$ cat src/shared/addr_pkg.sv
// Contract
// RULE_01: Direct mode uses 8-bit instruction address field.
// RULE_02: 8-bit indirect reads pointer from first two registers.
// RULE_03: 16-bit indirect uses whole data pointer.
// RULE_04: Register mode picks register from opcode bits.
// RULE_05: Register-specific instructions imply accumulator, no specifier.
// RULE_06: Immediate mode delivers constant as value.
// RULE_07: Indexed mode adds accumulator to pointer, reads only. The 0x83 form gives address zero instead.
// RULE_08: Bit mode selects one of 256 bits.
// RULE_09: Addressing completes within one or two cycles.
// RULE_10: Bits cover 128 RAM bits plus SFR bits.
// RULE_11: External data only via accumulator, indirect only.
// RULE_12: Bank chosen by status word bank bits.
package addr_pkg;
  // Operand target spaces
  typedef enum logic [2:0] {
    SP_NONE = 3'b000,
    SP_RAM = 3'b001,
    SP_SFR = 3'b010,
    SP_XDATA = 3'b011,
    SP_CODE = 3'b100,
    SP_IMM = 3'b101,
    SP_ACC = 3'b110,
    SP_BIT = 3'b111
  } space_t;
  // Sequencer states
  typedef enum logic [0:0] {
    ST_READY = 1'b0,
    ST_PTR_WAIT = 1'b1
  } state_t;
  // Status word bank field position
  localparam int BANK_LSB = 3;
  // Lowest byte of bit-addressable RAM
  localparam logic [7:0] BIT_RAM_BASE = 8'h20;
  // Direct addresses at or above this fall in the SFR space
  localparam logic [7:0] SFR_FIRST = 8'h80;
  // Pointer-indirect forms take two cycles, others one
  localparam int FAST_CYCLES = 1;
  localparam int PTR_CYCLES = 2;
  // Reset values
  localparam logic [15:0] ADDR_RST = 16'h0000;
  localparam logic [7:0] DATA_RST = 8'h00;
endpackage

$ cat src/shared/bank_map_if.sv
`timescale 1ns/10ps
// Carries bank and register index to the bank mapper and its RAM address back
interface bank_map_if;
  logic [1:0] bank; // Active bank from status word
  logic [2:0] reg_idx; // Register number within bank
  logic [7:0] ram_addr; // Resulting internal RAM byte address
  modport mapper (input bank, input reg_idx, output ram_addr);
  modport user (output bank, output reg_idx, input ram_addr);
endinterface

$ cat src/core/bank_reg_map.sv
`timescale 1ns/10ps
// Maps bank and register number onto the low 32 bytes of internal RAM
module bank_reg_map (
  bank_map_if.mapper map
);
  // Eight registers per bank, banks stacked from address zero
  always_comb begin
    map.ram_addr = {3'b000, map.bank, map.reg_idx}; // RULE_12
  end
endmodule

$ cat src/core/operand_addressing_unit.sv
`timescale 1ns/10ps
// Resolves the operand of one decoded instruction into a space and address
module operand_addressing_unit (
  input wire logic clock_in,
  input wire logic srst_in,
  input wire logic ce_in,
  input wire logic decode_valid_in,
  input wire logic [7:0] opcode_in,
  input wire logic [7:0] operand_byte_in,
  input wire logic [7:0] psw_in,
  input wire logic [7:0] accumulator_in,
  input wire logic [15:0] sixteen_bit_data_pointer_in,
  input wire logic [7:0] pointer_value_in,
  output logic [2:0] space_out,
  output logic [15:0] addr_out,
  output logic [2:0] bit_index_out,
  output logic [7:0] imm_out,
  output logic ptr_fetch_out,
  output logic done_out,
  output logic busy_out,
  output logic write_ok_out
);
  // Whole register state of the unit
  typedef struct packed {
    addr_pkg::state_t st;
    addr_pkg::space_t space;
    addr_pkg::space_t pend_space; // Target space once pointer arrives
    logic [15:0] addr;
    logic [2:0] bit_index;
    logic [7:0] imm;
    logic ptr_fetch;
    logic done;
    logic write_ok;
  } regs_t;

  regs_t r;
  regs_t next_r;
  bank_map_if map ();
  logic [3:0] hi; // Opcode high nibble
  logic [3:0] lo; // Opcode low nibble
  logic is_bit_op; // Opcode takes a bit address
  logic is_acc_op; // Opcode acts on accumulator alone

  assign hi = opcode_in[7:4];
  assign lo = opcode_in[3:0];

  // Register number: low three opcode bits, or bit 0 for the pointer forms
  assign map.bank = psw_in[addr_pkg::BANK_LSB +: 2]; // RULE_12
  assign map.reg_idx = lo[3] ? lo[2:0] : {2'b00, lo[0]}; // RULE_04 RULE_02

  bank_reg_map mapper_inst (
    .map(map)
  );

  // Bit-address opcodes in the low-nibble-2 and jump-on-bit groups
  always_comb begin
    is_bit_op = 1'b0;
    if (lo == 4'h2) begin
      is_bit_op = (hi == 4'h7) || (hi == 4'h8) || (hi == 4'h9) || (hi == 4'ha) ||
                  (hi == 4'hb) || (hi == 4'hc) || (hi == 4'hd);
    end else if (lo == 4'h0) begin
      is_bit_op = (hi == 4'h1) || (hi == 4'h2) || (hi == 4'h3) || (hi == 4'hb);
    end
  end

  // Accumulator-only opcodes: rotates, inc/dec, mul/div, swap, adjust, clear, complement
  always_comb begin
    is_acc_op = 1'b0;
    if (lo == 4'h4) begin
      is_acc_op = (hi == 4'h0) || (hi == 4'h1) || (hi == 4'h8) || (hi == 4'ha) ||
                  (hi == 4'hc) || (hi == 4'hd) || (hi == 4'he) || (hi == 4'hf);
    end else if (lo == 4'h3) begin
      is_acc_op = (hi <= 4'h3);
    end
  end

  // Next-state decode
  // Pulses default low so each result strobes for one enabled cycle
  // Requests are only looked at in the ready state; busy ones are dropped
  // Order of the tests matters: specific opcodes before the nibble groups
  always_comb begin
    next_r = r;
    next_r.done = 1'b0;
    next_r.ptr_fetch = 1'b0;
    unique case (r.st)
      addr_pkg::ST_READY: begin
        if (decode_valid_in) begin
          next_r.bit_index = 3'b000;
          next_r.imm = addr_pkg::DATA_RST;
          next_r.write_ok = 1'b1;
          next_r.done = 1'b1;
          if (opcode_in == 8'h93 || opcode_in == 8'h83) begin
            // Table lookup, read only: data pointer plus accumulator, or zero for 0x83
            next_r.space = addr_pkg::SP_CODE;
            if (opcode_in == 8'h93) begin
              // Sum wraps at 16 bits, as a program address does
              next_r.addr = sixteen_bit_data_pointer_in + {8'h00, accumulator_in}; // RULE_07
            end else begin
              // Program counter is not an input here, so the address is zero
              // Limitation: the caller adds its own counter and the accumulator for this form
              next_r.addr = addr_pkg::ADDR_RST;
            end
            next_r.write_ok = 1'b0; // RULE_07
          end else if (opcode_in == 8'he0 || opcode_in == 8'hf0) begin
            // External data through the full pointer
            next_r.space = addr_pkg::SP_XDATA; // RULE_11
            next_r.addr = sixteen_bit_data_pointer_in; // RULE_03
            next_r.write_ok = (opcode_in == 8'hf0);
          end else if ((hi == 4'he || hi == 4'hf) && (lo == 4'h2 || lo == 4'h3)) begin
            // External data through a pointer register: fetch it first
            next_r.space = addr_pkg::SP_RAM;
            next_r.addr = {8'h00, map.ram_addr}; // RULE_02
            next_r.pend_space = addr_pkg::SP_XDATA; // RULE_11
            next_r.write_ok = (hi == 4'hf);
            next_r.ptr_fetch = 1'b1;
            next_r.done = 1'b0;
            next_r.st = addr_pkg::ST_PTR_WAIT; // RULE_09
          end else if (is_bit_op) begin
            // One bit of 256: low half in RAM bytes, high half in SFR bytes
            next_r.space = addr_pkg::SP_BIT; // RULE_08
            next_r.bit_index = operand_byte_in[2:0]; // RULE_08
            if (operand_byte_in[7]) begin
              next_r.addr = {8'h00, operand_byte_in[7:3], 3'b000}; // RULE_10
            end else begin
              next_r.addr = {8'h00, addr_pkg::BIT_RAM_BASE + {4'h0, operand_byte_in[6:3]}}; // RULE_10
            end
          end else if (is_acc_op) begin
            // Implied accumulator, no specifier read
            next_r.space = addr_pkg::SP_ACC; // RULE_05
            next_r.addr = addr_pkg::ADDR_RST;
          end else if (lo[3]) begin
            // Register form: bank register from opcode bits
            next_r.space = addr_pkg::SP_RAM; // RULE_04
            next_r.addr = {8'h00, map.ram_addr}; // RULE_04
          end else if (lo == 4'h6 || lo == 4'h7) begin
            // Pointer-register indirect into internal RAM
            next_r.space = addr_pkg::SP_RAM;
            next_r.addr = {8'h00, map.ram_addr}; // RULE_02
            next_r.pend_space = addr_pkg::SP_RAM;
            next_r.ptr_fetch = 1'b1;
            next_r.done = 1'b0;
            next_r.st = addr_pkg::ST_PTR_WAIT; // RULE_09
          end else if (lo == 4'h5 && opcode_in != 8'ha5) begin
            // Direct byte: RAM below the SFR boundary, SFR above
            next_r.addr = {8'h00, operand_byte_in}; // RULE_01
            if (operand_byte_in >= addr_pkg::SFR_FIRST) begin
              next_r.space = addr_pkg::SP_SFR; // RULE_01
            end else begin
              next_r.space = addr_pkg::SP_RAM; // RULE_01
            end
          end else if (lo == 4'h4) begin
            // Constant is the operand itself
            next_r.space = addr_pkg::SP_IMM; // RULE_06
            next_r.imm = operand_byte_in; // RULE_06
            next_r.addr = addr_pkg::ADDR_RST;
            next_r.write_ok = 1'b0;
          end else begin
            // Branches and reserved codes carry no data operand
            next_r.space = addr_pkg::SP_NONE;
            next_r.addr = addr_pkg::ADDR_RST;
            next_r.write_ok = 1'b0;
          end
        end
      end
      addr_pkg::ST_PTR_WAIT: begin
        // Pointer byte now on the RAM read port; eight bits wide
        next_r.space = r.pend_space;
        next_r.addr = {8'h00, pointer_value_in}; // RULE_02
        next_r.done = 1'b1;
        next_r.st = addr_pkg::ST_READY; // RULE_09
      end
    endcase
  end

  // Single register stage; clock enable freezes everything
  // Reset acts whatever the enable, so a frozen core still starts clean
  // Every field is reset to a constant, none from live inputs
  always_ff @(posedge clock_in) begin
    if (srst_in) begin
      r.st <= addr_pkg::ST_READY;
      r.space <= addr_pkg::SP_NONE;
      r.pend_space <= addr_pkg::SP_NONE;
      r.addr <= addr_pkg::ADDR_RST;
      r.bit_index <= 3'b000;
      r.imm <= addr_pkg::DATA_RST;
      r.ptr_fetch <= 1'b0;
      r.done <= 1'b0;
      r.write_ok <= 1'b0;
    end else if (ce_in) begin
      r <= next_r;
    end
  end

  // Outputs straight from the state register
  // Busy is decoded from the state bit alone, so it never glitches
  // Result fields hold until the next accepted request overwrites them
  assign space_out = r.space;
  assign addr_out = r.addr;
  assign bit_index_out = r.bit_index;
  assign imm_out = r.imm;
  assign ptr_fetch_out = r.ptr_fetch;
  assign done_out = r.done;
  assign busy_out = (r.st == addr_pkg::ST_PTR_WAIT);
  assign write_ok_out = r.write_ok;
endmodule

$ cat config.mk
export PLATFORM = sky130hd
export DESIGN_NAME = operand_addressing_unit
export DESIGN_NICKNAME = d
export VERILOG_FILES = /design/src/shared/addr_pkg.sv /design/src/shared/bank_map_if.sv /design/src/core/bank_reg_map.sv /design/src/core/operand_addressing_unit.sv
export SDC_FILE = /design/constraint.sdc
export NUM_CORES = 1
export LEC_CHECK = 0
export BUFFER_PORTS_ARGS = -buffer_cell sky130_fd_sc_hd__buf_2
export CAP_MARGIN = 10
export CORE_MARGIN = 2
export CORE_UTILIZATION = 51
export DETAILED_ROUTE_END_ITERATION = 16
export GPL_TIMING_DRIVEN = 0
export PLACE_DENSITY_LB_ADDON = 0.15
export SYNTH_ARGS = -nofsm -noshare
export SYNTH_HDL_FRONTEND = slang
export SYNTH_SLANG_ARGS = --single-unit
$ cat constraint.sdc
create_clock -name clock_in -period 2.6 [get_ports clock_in]
set_clock_uncertainty 0.05 [all_clocks]
set_input_delay 0.39 -clock clock_in [delete_from_list [all_inputs] [get_ports clock_in]]
set_output_delay 0.39 -clock clock_in [all_outputs]
set_load 0.01 [all_outputs]
# Yosys cells after proc, flatten, opt, wreduce, memory -nomap -nowiden
# Cells that the tools add are included.
[word_totals]
ff_bits = 37
in_bits = 60
out_inout_bits = 34
[op_classes]
add_sub_neg = 2
order_cmp = 2
n_eq_ne = 27
mux = 57
bitwise_logic = 3
reduce_logical = 29
[ops]
columns = ["cell", "n"]
rows = [
  ["16-bit 2-to-1 mux", 4],
  ["8-bit 2-to-1 mux", 8],
  ["3-bit 2-to-1 mux", 17],
  ["11-bit 2-to-1 mux", 4],
  ["37-bit 2-to-1 mux", 1],
  ["4-bit == test (second input constant)", 8],
  ["8-bit == test (second input constant)", 4],
  ["16-bit one-hot mux with 2 select lines", 1],
  ["13-bit 2-to-1 mux", 2],
  ["23-bit 2-to-1 mux", 1],
  ["1-bit logical OR", 21],
  ["4-bit by 3-bit == test with 1-bit output (second input constant)", 5],
  ["16-bit by 8-bit adder with 16-bit output", 1],
  ["4-bit by 2-bit == test with 1-bit output (second input constant)", 4],
  ["1-bit 2-to-1 mux", 15],
  ["9-bit AND reduction", 1],
  ["8-bit >= comparator (second input constant)", 1],
  ["4-bit logical NOT", 2],
  ["8-bit inequality test (second input constant)", 1],
  ["4-bit one-hot mux with 2 select lines", 1],
  ["6-bit by 4-bit adder with 7-bit output (first input constant)", 1],
  ["2-bit by 1-bit inequality test with 1-bit output (second input constant)", 3],
  ["4-bit by 1-bit == test with 1-bit output (second input constant)", 1],
  ["4-bit by 2-bit less-or-equal comparator with 1-bit output (second input constant)", 1],
  ["other kinds (8)", 12],
]

# Logic depth before layout (Yosys ltp)
# Gate-level depths: netlist (run 1).
[depth]
word_depth = 16
depth_mapped = 9
ltp_nobuf = 8

# Hierarchy
# A second synthesis (run 1) with hierarchy kept.
[unflattened]
hier_cells = 373
area_unflattened_um2 = 2881.5
[modules_own_cells]
columns = ["mod", "n_inst", "cells_per_inst", "area_per_inst_um2", "seq_area_each_um2"]
rows = [
  ["operand_addressing_unit", 1, 364, 2817.7, 700.7],
  ["bank_reg_map", 1, 9, 63.8, 0.0],
]

# Worst setup path before layout (run 1)
# No wires, ideal clock.
[synth_path]
path_kind = "input-to-reg"
start = "input port accumulator_in[0]"
end = "register r, in the netlist addr_out[8]"
t_arrival_ns = 1.998
required_time_ns = 2.418
setup_slack_ns = 0.421
stages = 8
cell_sequence = "ha_1 -> fa_1 -> a211oi_1 -> o211a_1 -> a21oi_1 -> mux2i_1 -> a221oi_1 -> nor3_1"
[synth_via]
elab_chain_cells = 5
[synth_rtl]
columns = ["element", "line", "rtl"]
rows = [
  ["start, declared", "operand_addressing_unit.sv:11", "input wire logic [7:0] accumulator_in,"],
  ["16-bit by 8-bit adder with 16-bit output", "operand_addressing_unit.sv:97", "next_r.addr = sixteen_bit_data_pointer_in + {8'h00, accumulator_in};"],
  ["16-bit 2-to-1 mux", "operand_addressing_unit.sv:95", "if (opcode_in == 8'h93) begin"],
  ["16-bit 2-to-1 mux", "operand_addressing_unit.sv:92", "if (opcode_in == 8'h93 || opcode_in == 8'h83) begin"],
  ["37-bit 2-to-1 mux", "operand_addressing_unit.sv:87", "if (decode_valid_in) begin"],
  ["16-bit one-hot mux with 2 select lines", "operand_addressing_unit.sv:85", "unique case (r.st)"],
  ["end signal, assigned", "operand_addressing_unit.sv:190", "r <= next_r;"],
  ["end, declared", "operand_addressing_unit.sv:36", "regs_t r;"],
]
# Every way passes these cells. The select of a mux whose other input is x is not followed.
# A chain may end at the register's enable or synchronous reset.

# Worst setup path in the final report (run 1)
# Same ends and word-level chain as after synthesis.

==> results of run 1 <==
## worst min path at each step
| stage | slack (ps) | startpoint | cells after the start | end |
|---|---|---|---|---|
| after floorplan | 380 | r[30]$_SDFFE_PP0P_ | 2 | r[30]$_SDFFE_PP0P_ |
| after global placement | 380 | r[30]$_SDFFE_PP0P_ | 2 | r[30]$_SDFFE_PP0P_ |
| after detailed placement | 400 | r[30]$_SDFFE_PP0P_ | 2 | r[30]$_SDFFE_PP0P_ |
| after CTS | 290 | operand_byte_in[6] | 2 | imm_out[6]$_SDFFE_PP0P_ |
| after global routing | 300 | operand_byte_in[6] | 2 | imm_out[6]$_SDFFE_PP0P_ |
| final | 290 | operand_byte_in[6] | 2 | imm_out[6]$_SDFFE_PP0P_ |
## cells by family (layout without fill, tap and decap cells)
| family | after synthesis | after routing | synth area share [%] |
|---|---|---|---|
| compound gates | 130 | 130 | 30.7 |
| xor+xnor | 5 | 5 | 1.54 |
| fa+ha+maj | 9 | 9 | 4.24 |
| buf+inv | 62 | 151 | 13.3 |
| flops | 35 | 35 | 24.7 |
| mux | 2 | 2 | 0.706 |
| simple gates | 125 | 125 | 24.8 |
## cell type report
cell class              instances  area [sq um]
well taps                      72          90.1
flip-flops and latches         35           701
fillers                       524          2020
repair buffers                 82           410
clock inverters                 1          5.00
clock buffers                   6          82.6
multi-input cells             271          1760
inverters                       7          26.3
plain buffers                  55           350
## worst max-delay path, stage by stage
cell,delay (ps)
buf_2,100
ha_1,230
fa_1,440
a211oi_1,380
o211a_1,260
a21oi_1,110
mux2i_1,170
a221oi_1,220
nor3_1,80
## registers in the layout (all words and copies together), names as in the netlist
register	count
addr_out	16
bit_index_out	3
busy_out	1
done_out	1
imm_out	8
r	2
space_out	3
write_ok_out	1
## synthesized netlist by cell type, types with 6 or more instances
cell type  number  share of area, %
a211oi_1       10               2.6
a21oi_1        34               6.0
a22o_1          9               2.8
a22oi_1         6               1.6
a31oi_1         9               2.0
and3_1         12               2.6
buf_4          31               8.2
clkbuf_1       17               2.3
dfxtp_1        35                25
ha_1            8               3.5
inv_1           7              0.93
nand2_1        25               3.3
nand2b_1        6               1.3
nand3_1        13               2.3
nor2_1         27               3.6
nor3_1         10               1.8
o21ai_0        20               3.5
o22ai_1         7               1.5
## through the flow
stage / utilization [%] / hold slack [ps]
3_3_place_gp: 61.3 / 385
4_1_cts: 62.9 / 292
5_1_grt: 62.9 / 298
2_1_floorplan: - / 376
3_5_place_dp: 61.3 / 400
6_report: 62.9 / 293
## power by group through the flow
| stage | Clock, mW | Sequential, mW | Combinational [mW] |
|---|---|---|---|
| after global placement | 0 | 0.570 | 0.333 |
| after detailed placement | 0 | 0.570 | 0.337 |
| after CTS | 0.408 | 0.558 | 0.339 |
| final | 0.410 | 0.558 | 0.344 |
| after global routing | 0.432 | 0.559 | 0.375 |
| after floorplan | 0 | 0.569 | 0.215 |
## per-layer routing
metal	vias up	GRT usage, %
li1	1506	-
met1	1425	37.9
met2	162	43.3
met3	12	3.79
met4	0	9.47
met5	-	0
==> results.json, run 1 <==
{
  "status": "complete, no violations",
  "placed_cell_area_sq_um": 3340,
  "cts-resized-gates": 0,
  "slew_viol_final": 0,
  "routed_wl_um": 8570,
  "hold_path_class": "in -> reg",
  "synth_cell_type_count": 64,
  "irDropWorstVdd_v": 0.000188,
  "cts.path.max_buffers": 2,
  "r2r_cells": 6,
  "synth_fp_nets": 437,
  "grt_max_degree": 11,
  "dp.cells": 522,
  "power.switching_mw": 0.413,
  "finalPower_mw": 1.31,
  "final_cell_mix": "buf_2 (86), dfxtp_1 (35), a21oi_1 (34)",
  "end_kind": "flip-flop",
  "synthToLayoutAreaGrowth_pct": 20.7,
  "drtPass1Iterations": 5,
  "fin_crit_sh_pct": 87.0,
  "wl_met2_um": 3880,
  "reg2reg_to": "addr_out[11]$_SDFFE_PP0P_",
  "finalWorstSetupSlack_ps": 337,
  "hold_viol": 0,
  "final.setup.tns_ps": 0,
  "switching_share_pct": 31.5,
  "ys_ff_latch": 35,
  "final_layout_size_suffix_gt1_share_pct": 30.9,
  "die_x_um": 78.6,
  "regToRegSetupSlack_ps": 390,
  "yosysSeqAreaShare_pct": 24.7,
  "ys_warn_count": 0,
  "worstMarginPinSlew_ps": 622,
  "drt_iter0_markers": 197,
  "r2r_start": "busy_out$_SDFFE_PP0P_",
  "netlist_area_sq_um": 2840,
  "grt-ovfl-total": 0,
  "clkPwrFrac_pct": 31.2,
  "ys.flop_type": "dfxtp_1",
  "floorplan.die.height_um": 78.6,
  "vias_per_cell": 5.87,
  "rows": 27,
  "combPwrFrac_pct": 26.2,
  "place_congestion": 0.941,
  "track_usage_pct": 27.3,
  "setup_viol": 0,
  "dieArea_sq_um": 6170,
  "cp.required_ps": 2720,
  "cp.arrival_ps": 2380,
  "slew_headroom_pct": 58.4,
  "io_pins": 94,
  "grt_antenna_before_repair": 0,
  "core_sq_um": 5440,
  "path_max_fanout": 4,
  "stdcell_count": 529,
  "cp-startpoint": "accumulator_in[0]",
  "n_antenna_cell": 0,
  "intPower_mw": 0.898,
  "rsz0062_at_grt": "no",
  "antenna_left": 0,
  "cts-hold-fix-buffers": 0,
  "final.min_clock_period_ps": 2260,
  "wl_per_cell_um": 16.2,
  "final_area_sq_um": 3420,
  "root_buffer": "clkbuf_8",
  "synthArstFlopShare_pct": 0,
  "crit_end": "addr_out[8]$_SDFFE_PP0P_",
  "clkLatencyLatePin_ps": 290,
  "fin_nets": 526,
  "cts_setup_buffers": 0,
  "syn_area_per_cell_sq_um": 7.70,
  "route.met3.wl_um": 704,
  "io_buffers": 82,
  "cts_buffers": 5,
  "cts.htree.levels": 2,
  "dp_worst_setup_slack_ps": 38.9,
  "critPathLaunchType": "primary input",
  "cts_tree": "yes",
  "grt_pass1_wl_um": 13300,
  "hpwl_um": 6730,
  "path_clk_slew_ps": 80,
  "routed.top_layer": "met4",
  "start_util_pct": 52.1,
  "fmax_mhz": 442,
  "numClockSinks": 35,
  "synth_edf_count": 0,
  "leakagePower_nw": 1.54,
  "final_common_cell": "buf_2",
  "grt_pass1_vias": 2775,
  "critical_path_class": "in -> reg",
  "drcViolationCount": 0,
  "drt-met1-wl_um": 3840,
  "maxCapViolCount": 0,
  "seq_power_share_pct": 42.5,
  "power_density_nw_per_um2": 383,
  "vias": 3105,
  "synthCells": 368
}
(Power assumes the default switching activity.)
==> run 2: changes to the inputs <==
REMOVE_ABC_BUFFERS = 1   (was default)
SETUP_SLACK_MARGIN = 0.02   (was default)
==> run 2 against run 1 <==
  * Sequential power about the same
  * Wire length decreased by 5.6%
  * Maximum frequency decreased by 1.5%
  * Critical path type unchanged
  * Highest routed layer unchanged
  * Register-to-register slack got worse by 30 ps
  * Critical endpoint is now addr_out[6]$_SDFFE_PP0P_
==> results.json, run 2 (same netlist as run 1, synthesis figures left out) <==
{
  "hpwl_um": 6180,
  "slowest_delay_ps": 440,
  "track_usage_pct": 26.3,
  "floorplan.die.height_um": 78.6,
  "cts-hold-fix-buffers": 0,
  "routed_wl_um": 8080,
  "dieArea_sq_um": 6170,
  "drcViolationCount": 0,
  "antenna_left": 0,
  "numClockSinks": 35,
  "finalPower_mw": 1.28,
  "multiInputGateArea_sq_um": 1760,
  "n_antenna_cell": 0,
  "path_clk_slew_ps": 80,
  "vias_per_cell": 6.21,
  "cp.required_ps": 2740,
  "path_max_fanout": 3,
  "final.min_clock_period_ps": 2300,
  "power.switching_mw": 0.400,
  "grt_pass1_vias": 2644,
  "seqCellArea_sq_um": 701,
  "hold_viol": 0,
  "use_met1_pct": 37.7,
  "slew_headroom_pct": 51.7,
  "hold_end": "imm_out[6]$_SDFFE_PP0P_",
  "intPower_mw": 0.882,
  "switching_share_pct": 31.2,
  "start_util_pct": 52.1,
  "final_layout_size_suffix_gt1_share_pct": 27.0,
  "rows": 27,
  "cts.path.max_buffers": 2,
  "wl_per_cell_um": 16.8,
  "holdPathStages": 2,
  "final_cell_mix": "buf_2 (87), dfxtp_1 (35), a21oi_1 (34)",
  "busiest_layer": "met2",
  "crit_chain": "buf_2, ha_1, fa_1, a211oi_1, o21ai_0, a21oi_1, and3_1, nor3_1, nor4_1",
  "largest_register_ffs": 16,
  "cts-resized-gates": 0,
  "drt_iter0_markers": 262,
  "fmax_mhz": 435,
  "maxCapViolCount": 0,
  "r2r_cells": 7,
  "final_area_sq_um": 3110,
  "power_density_nw_per_um2": 412,
  "cts.htree.levels": 2,
  "placed_cell_area_sq_um": 3020,
  "combPwrFrac_pct": 25.0,
  "cts_buffers": 5,
  "end_kind": "flip-flop",
  "hold_path_class": "in -> reg",
  "drtPass1Iterations": 5,
  "cp.arrival_ps": 2440,
  "leakagePower_nw": 1.34,
  "grt_max_degree": 31,
  "die_x_um": 78.6,
  "core_sq_um": 5440,
  "cts_tree": "yes",
  "fin_nets": 477,
  "regToRegSetupSlack_ps": 360,
  "r2r_start": "busy_out$_SDFFE_PP0P_",
  "place_congestion": 0.886,
  "io_pins": 94,
  "vias": 2979,
  "setup_viol": 0,
  "final.setup.tns_ps": 0,
  "io_buffers": 87,
  "status": "complete, no violations",
  "clkPwrFrac_pct": 31.5,
  "critPathLaunchType": "primary input",
  "critical_path_class": "in -> reg",
  "whs_ps": 294,
  "use_met3_pct": 5.40,
  "fin_crit_sh_pct": 88.4,
  "reg2reg_to": "addr_out[3]$_SDFFE_PP0P_",
  "slew_viol_final": 0,
  "clkLatencyLatePin_ps": 280,
  "grt_pass1_wl_um": 12900,
  "fill_cells": 545,
  "synthToLayoutAreaGrowth_pct": 9.75,
  "worstMarginPinSlew_ps": 720,
  "cts_setup_buffers": 0,
  "rsz0062_at_grt": "no",
  "cpMaxStageDelayCell": "fa_1",
  "seq_power_share_pct": 43.5,
  "irDropWorstVdd_v": 0.000183,
  "grt_antenna_before_repair": 0,
  "final_common_cell": "buf_2",
  "met2_usage_pct": 39.4,
  "grt-ovfl-total": 0,
  "hold_start": "operand_byte_in[6]",
  "root_buffer": "clkbuf_8"
}
[run 2: how the worst max path moves through the flow]
| stage | startpoint | to | slack, ps | cells past startpoint |
|---|---|---|---|---|
| 3_5_place_dp | accumulator_in[0] | addr_out[6]$_SDFFE_PP0P_ | 30 | 9 |
| 4_1_cts | busy_out$_SDFFE_PP0P_ | addr_out[9]$_SDFFE_PP0P_ | 240 | 5 |
| 3_3_place_gp | busy_out$_SDFFE_PP0P_ | addr_out[6]$_SDFFE_PP0P_ | -540 | 5 |
| 5_1_grt | sixteen_bit_data_pointer_in[0] | addr_out[8]$_SDFFE_PP0P_ | 110 | 9 |
| 6_report | sixteen_bit_data_pointer_in[0] | addr_out[6]$_SDFFE_PP0P_ | 300 | 9 |
| 2_1_floorplan | busy_out$_SDFFE_PP0P_ | addr_out[5]$_SDFFE_PP0P_ | 200 | 5 |
[run 2: stage by stage]
stage | instances | setup WS (ps) | util, %
4_1_cts | 480 | 242 | 57.2
5_1_grt | 480 | 106 | 57.2
3_3_place_gp | 472 | -537 | 55.3
3_5_place_dp | 473 | 30.6 | 55.6
2_1_floorplan | 313 | 199 | -
6_report | 480 | 302 | 57.2
[run 2: worst max-delay path: cells and delay by family]
family | cells | cell delay, ps
AOI/OAI and AO/OA | 3 | 760
adders and majority gates | 2 | 690
buffers and inverters | 1 | 120
and+or+nand+nor | 3 | 490
[run 2: cell type report]
class                   count  share of cell area, %
inverters                   7                  0.844
clock buffers               6                   2.65
multi-input cells         271                   56.6
well taps                  72                   2.90
flip-flops and latches     35                   22.5
clock inverters             1                  0.161
repair buffers             88                   14.4
[run 2: power by group through the flow]
stage                     Clock (mW)  Combinational (mW)  Sequential (mW)
final                          0.404               0.320            0.558
after global routing           0.434               0.352            0.560
after CTS                      0.409               0.314            0.558
after detailed placement           0               0.312            0.570
after global placement             0               0.310            0.570
after floorplan                    0               0.167            0.576
[run 2: metal layers]
layer	vias up	routed length, um
li1	1416	-
met1	1395	3660
met2	154	3560
met3	14	768
met4	0	96
met5	-	0
